## src/inc/slk_pkg.sv

```systemverilog
// constants, register map and carrier types of the serial link sync block
package slk_pkg;
   // ****************************************************************
   // register map
   // ****************************************************************
   localparam logic [6:0]  ADR_DEVICE_CONTROL   = 7'h04;
   localparam logic [6:0]  ADR_CM_TRIM_A        = 7'h1E;
   localparam logic [6:0]  ADR_TERM_TRIM_A      = 7'h1F;
   localparam logic [6:0]  ADR_CM_TRIM_B        = 7'h3D;
   localparam logic [6:0]  ADR_TERM_TRIM_B      = 7'h3E;
   localparam logic [6:0]  ADR_CONTROL_BIT_SEL  = 7'h64;
   localparam logic [6:0]  ADR_RESTART_DELAY    = 7'h67;
   localparam logic [6:0]  ADR_SYNC_EDGE_SEL    = 7'h74;
   localparam logic [6:0]  ADR_LINK_STATUS      = 7'h75;
   // ****************************************************************
   // field positions and reset values
   // ****************************************************************
   localparam int          CTL_BW_BIT           = 4;
   localparam int          CTL_LANE_SWING_REDUCE_BIT         = 6;
   localparam int          CTL_TRIGGER_MODE_ENABLE_BIT         = 7;
   localparam int          CTL_AUX_OUTPUT_SWING_BIT         = 8;
   localparam logic [15:0] CTL_RESET            = 16'h0051;
   localparam logic [4:0]  TRIM_RESET           = 5'h10;
   localparam int          RLEN_LSB             = 6;
   localparam logic [15:0] RDLY_RESET           = 16'h0418;
   // ****************************************************************
   // link constants
   // ****************************************************************
   localparam logic [15:0] ALIGN_EVEN           = 16'h00FF;
   localparam logic [15:0] ALIGN_ODD            = 16'hFF00;
   localparam logic [4:0]  SEQ_LAST             = 5'h1F;
   localparam logic [3:0]  FRAME_LAST           = 4'hF;
   localparam logic [16:0] SCR_SEED             = 17'h1FFFF;
   localparam logic [6:0]  TS_SEED              = 7'h7F;
   localparam logic [6:0]  TS_TAPS              = 7'h60;
   localparam logic signed [6:0] DISP_MAX       = 7'sd15;

   typedef enum logic [1:0] {
      PH_ALIGN = 2'b00,
      PH_PRBS  = 2'b01,
      PH_NORM  = 2'b10
   } slk_phase_t;

   typedef struct packed {
      logic        trig;
      logic        sat_b;
      logic [11:0] data_b;
      logic        sat_a;
      logic [11:0] data_a;
   } slk_samp_t;

   typedef struct packed {
      logic signed [6:0] rd;
      logic [15:0]       word;
   } slk_enc_t;
endpackage : slk_pkg

```

## src/rtl/slk_top.sv

```systemverilog
// sample fifo and serial link sync, control bits and clock outputs
// Behaviour
// - after sync, 32 unscrambled frames alternating 0x00FF and 0xFF00
// - then 32 frames of bare scrambler sequence with clock and disparity bits
// - sync pulse in sync mode resets transmit scrambler
// - select bits choose in-range or parity, timestamp or trigger
// - in-range is 1 unless input saturated
// - parity is xor of the 12 sample bits
// - timestamp is X7+X6+1 Galois sequence per frame, reset by sync
// - trigger bit follows input with sample latency, needs select and mode
// - control bit 7 picks sync mode (0) or trigger mode (1)
// - lane swing reduced when 1, default 1
// - bandwidth nominal when 1, default 1
// - per channel termination trim, reset 0x10
// - per channel common mode trim, 32 codes, reset 0x10
// - sync pulse resets frame timing and starts link sync
// - input captured on rising or falling edge; timing reset on rising
// - sync stops data ready for restart delay, default 16
// - chained sync output is input resampled on the clock
// - slow reference is clock divided by 16, never stopped
// - control bit 8 sets aux output swing, reduced when 0
// - frame clock bit inverts every frame
// - invert 15 bits and set disparity bit when running disparity exceeds 15
// - frames leave least significant bit first
`timescale 1ns/10ps
`default_nettype none

module slk_fifo #(
   parameter int W = 8,
   parameter int D = 8
) (
   // clock and reset
   input  wire logic         clk,
   input  wire logic         rst,
   // fill side
   input  wire logic         in_valid,
   output logic              in_ready,
   input  wire logic [W-1:0] in_data,
   // drain side
   output logic              out_valid,
   input  wire logic         out_ready,
   output logic [W-1:0]      out_data
);
   localparam int AW = $clog2(D);
   logic [W-1:0] mem [D];
   logic [AW-1:0] wp_r;
   logic [AW-1:0] rp_r;
   logic [AW:0]   cnt_r;
   logic          push;
   logic          pop;

   assign in_ready  = (cnt_r != (AW+1)'(D));
   assign out_valid = (cnt_r != '0);
   assign out_data  = mem[rp_r];
   assign push      = in_valid & in_ready;
   assign pop       = out_valid & out_ready;

   always_ff @(posedge clk) begin
      if (push) begin
         mem[wp_r] <= in_data;
      end
   end

   always_ff @(posedge clk) begin
      if (rst) begin
         wp_r  <= '0;
         rp_r  <= '0;
         cnt_r <= '0;
      end else begin
         if (push) begin
            wp_r <= (wp_r == AW'(D-1)) ? '0 : wp_r + 1'b1;
         end
         if (pop) begin
            rp_r <= (rp_r == AW'(D-1)) ? '0 : rp_r + 1'b1;
         end
         cnt_r <= cnt_r + (AW+1)'(push) - (AW+1)'(pop);
      end
   end
endmodule : slk_fifo

module slk_top #(
   parameter int FIFO_DEPTH = 8
) (
   // clock and reset
   input  wire logic        clk,
   input  wire logic        rst,
   // register port
   input  wire logic        reg_wr,
   input  wire logic        reg_rd,
   input  wire logic [6:0]  reg_addr,
   input  wire logic [15:0] reg_wdata,
   output logic [15:0]      reg_rdata,
   // samples in
   input  wire logic        sample_valid,
   output logic             sample_ready,
   input  wire logic [11:0] sample_a,
   input  wire logic        sat_a,
   input  wire logic [11:0] sample_b,
   input  wire logic        sat_b,
   // sync pins
   input  wire logic        sync_trigger_input,
   output logic             chained_sync_output,
   output logic             slow_reference_clock,
   output logic             data_ready,
   // serial lanes
   output logic             lane_a,
   output logic             lane_b,
   // analog settings
   output logic             lane_swing_reduce,
   output logic             bandwidth_select,
   output logic             aux_output_swing,
   output logic [4:0]       termination_trim_a,
   output logic [4:0]       termination_trim_b,
   output logic [4:0]       common_mode_trim_a,
   output logic [4:0]       common_mode_trim_b
);
   import slk_pkg::*;

   // ****************************************************************
   // functions
   // ****************************************************************
   function automatic slk_enc_t frame_enc(input logic [14:0] p, input logic signed [6:0] rd);
      logic [4:0]        ones;
      logic signed [6:0] d0;
      logic signed [6:0] sum;
      slk_enc_t          e;
      ones = '0;
      for (int i = 0; i < 15; i++) begin
         ones = ones + 5'(p[i]);
      end
      d0  = 7'(signed'({2'b00, ones, 1'b0})) - 7'sd16;
      sum = rd + d0;
      if (sum > DISP_MAX || sum < -DISP_MAX) begin
         e.word = {1'b1, ~p};
         e.rd   = rd - d0;
      end else begin
         e.word = {1'b0, p};
         e.rd   = sum;
      end
      return e;
   endfunction : frame_enc

   function automatic logic [13:0] ctrl_payload(input logic [11:0] s, input logic sat,
                                               input logic cb1s, input logic cb2s,
                                               input logic tr, input logic ts, input logic trigger_mode_enable);
      logic f1;
      logic f2;
      f1 = cb1s ? ^s : ~sat;
      f2 = cb2s ? (tr & trigger_mode_enable) : ts;
      return {f2, f1, s};
   endfunction : ctrl_payload

   function automatic logic [16:0] scr_next(input logic [16:0] l);
      logic [16:0] n;
      n[2:0] = l[16:14];
      for (int i = 3; i < 17; i++) begin
         n[i] = l[i-3] ^ l[i];
      end
      return n;
   endfunction : scr_next

   // ****************************************************************
   // registers
   // ****************************************************************
   logic [15:0] ctl_r;
   logic [1:0]  cbsel_r;
   logic [11:0] rdly_r;
   logic        capture_edge_select_r;
   logic [4:0]  tta_r;
   logic [4:0]  ttb_r;
   logic [4:0]  cma_r;
   logic [4:0]  cmb_r;
   logic        trigger_mode_enable;
   slk_phase_t  ph_r;
   logic [4:0]  seq_r;

   assign trigger_mode_enable = ctl_r[CTL_TRIGGER_MODE_ENABLE_BIT];

   always_ff @(posedge clk) begin
      if (rst) begin
         ctl_r   <= CTL_RESET;
         cbsel_r <= 2'h0;
         rdly_r  <= RDLY_RESET[11:0];
         capture_edge_select_r  <= 1'b0;
         tta_r   <= TRIM_RESET;
         ttb_r   <= TRIM_RESET;
         cma_r   <= TRIM_RESET;
         cmb_r   <= TRIM_RESET;
      end else if (reg_wr) begin
         unique case (reg_addr)
            ADR_DEVICE_CONTROL:  ctl_r   <= reg_wdata;
            ADR_CONTROL_BIT_SEL: cbsel_r <= reg_wdata[1:0];
            ADR_RESTART_DELAY:   rdly_r  <= reg_wdata[11:0];
            ADR_SYNC_EDGE_SEL:   capture_edge_select_r  <= reg_wdata[0];
            ADR_TERM_TRIM_A:     tta_r   <= reg_wdata[4:0];
            ADR_TERM_TRIM_B:     ttb_r   <= reg_wdata[4:0];
            ADR_CM_TRIM_A:       cma_r   <= reg_wdata[4:0];
            ADR_CM_TRIM_B:       cmb_r   <= reg_wdata[4:0];
            default: ;
         endcase
      end
   end

   always_ff @(posedge clk) begin
      if (rst) begin
         reg_rdata <= 16'h0000;
      end else if (reg_rd) begin
         unique case (reg_addr)
            ADR_DEVICE_CONTROL:  reg_rdata <= ctl_r;
            ADR_CONTROL_BIT_SEL: reg_rdata <= {14'h0000, cbsel_r};
            ADR_RESTART_DELAY:   reg_rdata <= {4'h0, rdly_r};
            ADR_SYNC_EDGE_SEL:   reg_rdata <= {15'h0000, capture_edge_select_r};
            ADR_TERM_TRIM_A:     reg_rdata <= {11'h000, tta_r};
            ADR_TERM_TRIM_B:     reg_rdata <= {11'h000, ttb_r};
            ADR_CM_TRIM_A:       reg_rdata <= {11'h000, cma_r};
            ADR_CM_TRIM_B:       reg_rdata <= {11'h000, cmb_r};
            ADR_LINK_STATUS:     reg_rdata <= {9'h000, ph_r, seq_r};
            default:             reg_rdata <= 16'h0000;
         endcase
      end
   end

   always_ff @(posedge clk) begin
      if (rst) begin
         lane_swing_reduce  <= 1'b1;
         bandwidth_select   <= 1'b1;
         aux_output_swing   <= 1'b0;
         termination_trim_a <= TRIM_RESET;
         termination_trim_b <= TRIM_RESET;
         common_mode_trim_a <= TRIM_RESET;
         common_mode_trim_b <= TRIM_RESET;
      end else begin
         lane_swing_reduce  <= ctl_r[CTL_LANE_SWING_REDUCE_BIT];
         bandwidth_select   <= ctl_r[CTL_BW_BIT];
         aux_output_swing   <= ctl_r[CTL_AUX_OUTPUT_SWING_BIT];
         termination_trim_a <= tta_r;
         termination_trim_b <= ttb_r;
         common_mode_trim_a <= cma_r;
         common_mode_trim_b <= cmb_r;
      end
   end

   // ****************************************************************
   // sync input capture and pulse detection
   // ****************************************************************
   logic cap_rise_r;
   logic cap_fall_r;
   logic s1_r;
   logic s2_r;
   logic s3_r;
   logic lvl_r;
   logic sync_pulse;

   always_ff @(posedge clk) begin
      cap_rise_r <= sync_trigger_input;
   end

   always_ff @(negedge clk) begin
      cap_fall_r <= sync_trigger_input;
   end

   always_ff @(posedge clk) begin
      if (rst) begin
         s1_r  <= 1'b0;
         s2_r  <= 1'b0;
         s3_r  <= 1'b0;
         lvl_r <= 1'b0;
      end else begin
         s1_r <= capture_edge_select_r ? cap_fall_r : cap_rise_r;
         s2_r <= s1_r;
         s3_r <= s2_r;
         if (s2_r == s3_r) begin
            lvl_r <= s3_r;
         end
      end
   end

   // timing reset acts on the rising edge, only in sync mode
   assign sync_pulse = (s2_r == s3_r) & s3_r & ~lvl_r & ~trigger_mode_enable;

   always_ff @(posedge clk) begin
      if (rst) begin
         chained_sync_output <= 1'b0;
      end else begin
         chained_sync_output <= lvl_r;
      end
   end

   // ****************************************************************
   // slow reference clock and data ready holdoff
   // ****************************************************************
   logic [3:0] sso_cnt_r;
   logic [5:0] hold_r;

   always_ff @(posedge clk) begin
      if (rst) begin
         sso_cnt_r            <= 4'h0;
         slow_reference_clock <= 1'b0;
      end else begin
         sso_cnt_r            <= sso_cnt_r + 4'h1;
         slow_reference_clock <= sso_cnt_r[3];
      end
   end

   always_ff @(posedge clk) begin
      if (rst) begin
         hold_r     <= 6'h00;
         data_ready <= 1'b0;
      end else begin
         if (sync_pulse) begin
            hold_r <= rdly_r[RLEN_LSB +: 6];
         end else if (hold_r != 6'h00) begin
            hold_r <= hold_r - 6'h01;
         end
         data_ready <= ~sync_pulse & (hold_r == 6'h00);
      end
   end

   // ****************************************************************
   // sample fifo
   // ****************************************************************
   slk_samp_t in_samp;
   slk_samp_t out_samp;
   logic      out_valid;
   logic      frame_end;
   logic      pop;

   assign in_samp = '{trig: lvl_r, sat_b: sat_b, data_b: sample_b, sat_a: sat_a, data_a: sample_a};
   assign pop     = frame_end & (ph_r == PH_NORM) & ~sync_pulse;

   slk_fifo #(
      .W ($bits(slk_samp_t)),
      .D (FIFO_DEPTH)
   ) u_fifo (
      .clk       (clk),
      .rst       (rst),
      .in_valid  (sample_valid),
      .in_ready  (sample_ready),
      .in_data   (in_samp),
      .out_valid (out_valid),
      .out_ready (pop),
      .out_data  (out_samp)
   );

   // ****************************************************************
   // frame timing, phase, scrambler and timestamp
   // ****************************************************************
   logic [3:0]        fcnt_r;
   logic [16:0]       scr_r;
   logic [6:0]        ts_r;
   logic              clkb_r;
   logic signed [6:0] rda_r;
   logic signed [6:0] rdb_r;
   logic [15:0]       sha_r;
   logic [15:0]       shb_r;
   slk_samp_t         cur;
   slk_enc_t          enc_a;
   slk_enc_t          enc_b;
   logic [13:0]       pay_a;
   logic [13:0]       pay_b;

   assign frame_end = (fcnt_r == FRAME_LAST);
   assign cur       = out_valid ? out_samp : '0;

   always_comb begin
      pay_a = scr_r[13:0];
      pay_b = scr_r[13:0];
      if (ph_r == PH_NORM) begin
         pay_a = scr_r[13:0] ^ ctrl_payload(cur.data_a, cur.sat_a, cbsel_r[0], cbsel_r[1],
                                            cur.trig, ts_r[0], trigger_mode_enable);
         pay_b = scr_r[13:0] ^ ctrl_payload(cur.data_b, cur.sat_b, cbsel_r[0], cbsel_r[1],
                                            cur.trig, ts_r[0], trigger_mode_enable);
      end
      enc_a = frame_enc({clkb_r, pay_a}, rda_r);
      enc_b = frame_enc({clkb_r, pay_b}, rdb_r);
   end

   always_ff @(posedge clk) begin
      if (rst) begin
         fcnt_r <= 4'h0;
         ph_r   <= PH_NORM;
         seq_r  <= 5'h00;
      end else if (sync_pulse) begin
         fcnt_r <= 4'h0;
         ph_r   <= PH_ALIGN;
         seq_r  <= 5'h00;
      end else begin
         fcnt_r <= fcnt_r + 4'h1;
         if (frame_end) begin
            seq_r <= seq_r + 5'h01;
            unique case (ph_r)
               PH_ALIGN: begin
                  if (seq_r == SEQ_LAST) begin
                     ph_r <= PH_PRBS;
                  end
               end
               PH_PRBS: begin
                  if (seq_r == SEQ_LAST) begin
                     ph_r <= PH_NORM;
                  end
               end
               PH_NORM: begin
                  seq_r <= 5'h00;
               end
               default: ph_r <= PH_NORM;
            endcase
         end
      end
   end

   always_ff @(posedge clk) begin
      if (rst) begin
         scr_r  <= SCR_SEED;
         ts_r   <= TS_SEED;
         clkb_r <= 1'b0;
      end else if (sync_pulse) begin
         scr_r  <= SCR_SEED;
         ts_r   <= TS_SEED;
         clkb_r <= 1'b0;
      end else if (frame_end) begin
         clkb_r <= ~clkb_r;
         if (ph_r != PH_ALIGN) begin
            scr_r <= scr_next(scr_r);
         end
         ts_r <= (ts_r >> 1) ^ (ts_r[0] ? TS_TAPS : 7'h00);
      end
   end

   always_ff @(posedge clk) begin
      if (rst) begin
         sha_r <= 16'h0000;
         shb_r <= 16'h0000;
         rda_r <= 7'sd0;
         rdb_r <= 7'sd0;
      end else if (frame_end & ~sync_pulse) begin
         if (ph_r == PH_ALIGN) begin
            sha_r <= seq_r[0] ? ALIGN_ODD : ALIGN_EVEN;
            shb_r <= seq_r[0] ? ALIGN_ODD : ALIGN_EVEN;
         end else begin
            sha_r <= enc_a.word;
            shb_r <= enc_b.word;
            rda_r <= enc_a.rd;
            rdb_r <= enc_b.rd;
         end
      end else begin
         sha_r <= {1'b0, sha_r[15:1]};
         shb_r <= {1'b0, shb_r[15:1]};
      end
   end

   assign lane_a = sha_r[0];
   assign lane_b = shb_r[0];
endmodule : slk_top

`default_nettype wire

```

## config.mk

```make
export PLATFORM = sky130hd
export DESIGN_NAME = slk_top
export DESIGN_NICKNAME = d
export VERILOG_FILES = /design/src/inc/slk_pkg.sv /design/src/rtl/slk_top.sv
export SDC_FILE = /design/constraint.sdc
export NUM_CORES = 1
export LEC_CHECK = 0
export BUFFER_PORTS_ARGS = -buffer_cell sky130_fd_sc_hd__buf_4
export CAP_MARGIN = 20
export CORE_MARGIN = 2
export CORE_UTILIZATION = 50
export DETAILED_ROUTE_END_ITERATION = 16
export PLACE_DENSITY = 0.78
export RECOVER_POWER = 25
export SLEW_MARGIN = 20
export SYNTH_ARGS = -nofsm -noshare
export SYNTH_HDL_FRONTEND = slang
export SYNTH_SLANG_ARGS = --single-unit
```

## constraint.sdc

```tcl
create_clock -name clk -period 7.8 [get_ports clk]
set_clock_uncertainty 0.15 [all_clocks]
set_input_delay 1.56 -clock clk [delete_from_list [all_inputs] [get_ports clk]]
set_output_delay 1.56 -clock clk [all_outputs]
set_load 0.02 [all_outputs]
```

; Yosys cells after proc, flatten, opt, wreduce, memory -nomap -nowiden
; Memories as Yosys holds them, arrays and structs flattened. A register that Yosys moved wholly into a read port is not among the register bits.
; Cells that the tools add are included.
; W data, S select, Z words.
[totals]
reg_bits = 201
ramBits = 216
in_bits = 55
out_inout_bits = 45
elab_cells = 205
n_memories = 1
[mem_list]
columns = memory, depth, width, rd, rd_ports_with_merged_regs, wr, line
row1 = u_fifo.mem, 8, 27, 1, 1, 1, slk_top.sv:45  ; logic [W-1:0] mem [D];
[op_classes]
n_addsub = 42
n_lt_le_gt_ge = 4
eq_ne = 22
n_mux = 30
bitwise_logic = 38
reduce_logical = 25
[ops]
columns = cell, count
row1 = $pmux W16 S9, 1
row2 = $add A5 B1 Y5, 20
row3 = $mux W16, 3
row4 = $mux W23, 2
row5 = $mux W15, 2
row6 = $not A15 Y15, 2
row7 = $eq A7 B7 Y1 const B, 4
row8 = $mux W14, 2
row9 = $xor A14 B14 Y14, 2
row10 = $mux W27, 1
row11 = $reduce_xor A12 Y1, 2
row12 = $reduce_and A2 Y1, 10
row13 = $add A7 B7 Y7, 2
row14 = $eq A7 B5 Y1 const B, 2
row15 = $eq A7 B6 Y1 const B, 2
row16 = $gt A7 B5 Y1 const B, 2
row17 = $lt A7 B5 Y1 const B, 2
row18 = $sub A6 B5 Y7 const B, 2
row19 = $sub A7 B7 Y7, 2
row20 = $xor A1 B1 Y1, 14
row21 = $mux W3, 4
row22 = $mux W6, 2
row23 = $add A4 B1 Y5, 2
row24 = $and A1 B1 Y1, 10
row25 = 34 further kinds, 64

; Longest topological paths before layout
[logic_depth]
depth_word = 27
depth_mapped = 32
mapped_depth_nobuf = 30

; Hierarchy
; A second synthesis with hierarchy kept.
[hier_totals]
hier_cells = 1537
hier_area_um2 = 18719.2
[by_module_without_submodules]
columns = mod, instances, cells_each, area_each_um2, seq_area_each_um2
row1 = slk_top, 1, 1149, 9690.5, 3783.6
row2 = slk_fifo, 1, 388, 9028.7, 6746.5

==> results_dict.tcl <==
set metrics [dict create \
    status "completed" \
    critPathBufInv 6 \
    slowest_delay_ns 0.56 \
    yosysTopAreaCell "edfxtp_1" \
    synthTopCellsByArea "edfxtp_1, dfxtp_1, mux4_2" \
    drt_iter0_markers 1224 \
    avgSynthCellArea_um2 11.8 \
    yosysMostFrequentCell "edfxtp_1" \
    synth_flop_cell "edfxtp_1" \
    synth_nets 1667 \
    io_pins 100 \
    route.detailed.drc 0 \
    fp.dieH_um 195 \
    crit_path_start_kind "flip-flop" \
    clk_latency_ns 0.61 \
    cts.clk_slew.worst_paths_ns 0.06 \
    grt_overflow 0 \
    worst_pin_slew_ns 1.04 \
    cts_tree "yes" \
    synth_common_cells "edfxtp_1, dfxtp_1, nand2_1" \
    post-route-period-util 0.970 \
    nFillCells 2766 \
    vias 12300 \
    syn-cell-area_um2 18300 \
    drt.antenna.violating_nets 0 \
    cts_hold_buf 0 \
    grt_usage 0.210 \
    hold_viol 0 \
    nNetsFinal 1786 \
    first_pass_iters 8 \
    ys_async_sr_fraction 0 \
    wl_um 41400 \
    dp_hpwl_um 25700 \
    placed_area_um2 19700 \
    synth_top_area_share 0.355 \
    end_kind "flip-flop" \
    antenna_found_initial 2 \
    fin_area_um2 21300 \
    grt_max_degree 111 \
    hold_class "flip-flop to flip-flop" \
    numCtsBuffers 42 \
    critical-path-top-delay-family "adder cells" \
    place.gp.congestion 0.840 \
    regToRegSetupSlack_ns 0.24 \
    start_util 0.503 \
    maxCapViolCount 0 \
    r2r_cells 29 \
    die_width_um 195 \
    timing.fmax_mhz 132 \
    worstPathMaxFanout 11 \
    hold_path_end "fcnt_r[0]$_SDFF_PP0_" \
    cts_buffer_depth 3 \
    hold_depth 1 \
    hp-start "fcnt_r[0]$_SDFF_PP0_" \
    dieArea_um2 38100 \
    core_um2 36300 \
    final_layout_size_suffix_gt1_frac 0.181 \
    htree_levels 2 \
    critical-path-slowest-cell "mux4_2" \
    synth-seq-cells 418 \
    grt_pass1_wl_um 63500 \
    path_common_cell "fa_1" \
    areaGrowthSynthToFinish_pct 16.8 \
    reg2reg_to "shb_r[13]$_SDFF_PP0_" \
    rows 70 \
    relSlewSlack 0.304 \
    slew_violations 0 \
    avgRoutedWirePerCell_um 19.1 \
    synth_seq_area_share 0.576 \
    ys_warn_count 0 \
    cts-root-buf "clkbuf_16" \
    setup_viol 0 \
    netlist-cell-type-count 57 \
    numPortBuffers 99 \
    arrival_ns 7.87 \
    synth_cells 1547 \
    vias_per_cell 5.67 \
    criticalPathCategory "flip-flop to flip-flop" \
    grt_pass1_vias 12000 \
    synth_edf_count 216 \
    cts_sinks 418 \
    layout_min_cycle_time_ns 7.56 \
    antennaDiodeCount 0 \
    worstPathRequired_ns 8.11 \
]
[stage by stage]
step	setup WS (ns)	setup TNS, ns	std cells	util	hold WS (ns)
global placement	0.284	0	2074	0.542	0.270
finish	0.236	0	2168	0.587	0.303
global route	-0.0814	-0.932	2168	0.587	0.320
CTS	0.0350	0	2154	0.579	0.302
floorplan	0.268	0	1547	-	0.264
detailed placement	0.155	0	2076	0.543	0.292
[cell type report]
| cell class | count | area (µm²) | area share |
|---|---|---|---|
| Multi-Input combinational cell | 988 | 7340 | 0.344 |
| Clock buffer | 57 | 1140 | 0.0535 |
| Sequential cell | 418 | 10500 | 0.494 |
| Inverter | 54 | 203 | 0.00949 |
| Timing Repair Buffer | 161 | 1350 | 0.0634 |
| Clock inverter | 22 | 179 | 0.00838 |
| Tap cell | 468 | 586 | 0.0274 |
[worst max path at each step]
| stage | start | end | slack [ns] | cells past startpoint |
|---|---|---|---|---|
| finish | flip-flop | shb_r[13]$_SDFF_PP0_ | 0.24 | 29 |
| global route | flip-flop | shb_r[2]$_SDFF_PP0_ | -0.08 | 28 |
| CTS | flip-flop | shb_r[14]$_SDFF_PP0_ | 0.03 | 29 |
| detailed placement | flip-flop | sha_r[12]$_SDFF_PP0_ | 0.15 | 29 |
| global placement | flip-flop | sha_r[12]$_SDFF_PP0_ | 0.28 | 29 |
| floorplan | flip-flop | sha_r[12]$_SDFF_PP0_ | 0.27 | 29 |
[repair_timing]
action / CTS / global route
setup buffers: 0 / 7
gates resized for setup: 0 / 29
hold endpoints to repair: 0 / 0
endpoints found under the setup margin: 0 / 37
[routing by layer]
metal	wire length, µm	track usage	vias to the layer above
li1	-	-	5719
met1	17300	0.272	6112
met2	20500	0.351	389
met3	2730	0.0461	73
met4	878	0.0741	4
met5	29	0	-
[cells by family after synthesis]
group                      Yosys count  synth area share
and+or+nand+nor                    478             0.123
DFF                                418             0.576
AOI/OAI and AO/OA                  249            0.0782
buffers and inverters              141            0.0322
xor gates and xnor gates           106            0.0515
muxes                               90            0.0847
adders and majority gates           65            0.0548
[worst register-to-register path: cells and delay by family (launching register included)]
kind | cells | cell delay [ns]
muxes | 3 | 1.20
DFF | 1 | 0.40
and+or+nand+nor | 4 | 0.77
buffers and inverters | 6 | 0.63
xor gates and xnor gates | 4 | 0.61
AOI/OAI and AO/OA | 6 | 0.97
adders and majority gates | 6 | 2.71
[cell usage in the layout (no fill, tap or decap), drive strengths merged, types with 6 or more instances in the layout]
| cell type | n |
|---|---|
| a211oi | 7 |
| a21oi | 147 |
| a222oi | 7 |
| a22o | 7 |
| a22oi | 6 |
| and2 | 8 |
| and3 | 16 |
| buf | 132 |
| clkbuf | 86 |
| clkinv | 15 |
| dfxtp | 202 |
| edfxtp | 216 |
| fa | 25 |
| ha | 40 |
| inv | 58 |
| mux2 | 7 |
| mux2i | 32 |
| mux4 | 51 |
| nand2 | 150 |
| nand2b | 18 |
| nand3 | 56 |
| nor2 | 125 |
| nor2b | 41 |
| nor3 | 26 |
| nor3b | 6 |
| nor4 | 6 |
| o21ai | 48 |
| or2 | 8 |
| xnor2 | 73 |
| xor2 | 32 |
[registers in the layout, indices dropped and copies added, names as in the netlist, 5 cells and up, named ones only]
register and cells:
tta_r 5, scr_r 17, termination_trim_a 5, shb_r 16, cmb_r 5, rdb_r 6
ctl_r 16, cma_r 5, u_fifo.mem 216, common_mode_trim_b 5, hold_r 6, seq_r 5
ttb_r 5, ts_r 7, sha_r 16, termination_trim_b 5, rdly_r 12, reg_rdata 16
rda_r 6, common_mode_trim_a 5
Power is left out: the tool's default activity adds up to more than one toggle a clock period on the data nets, which glitch-free logic cannot reach.
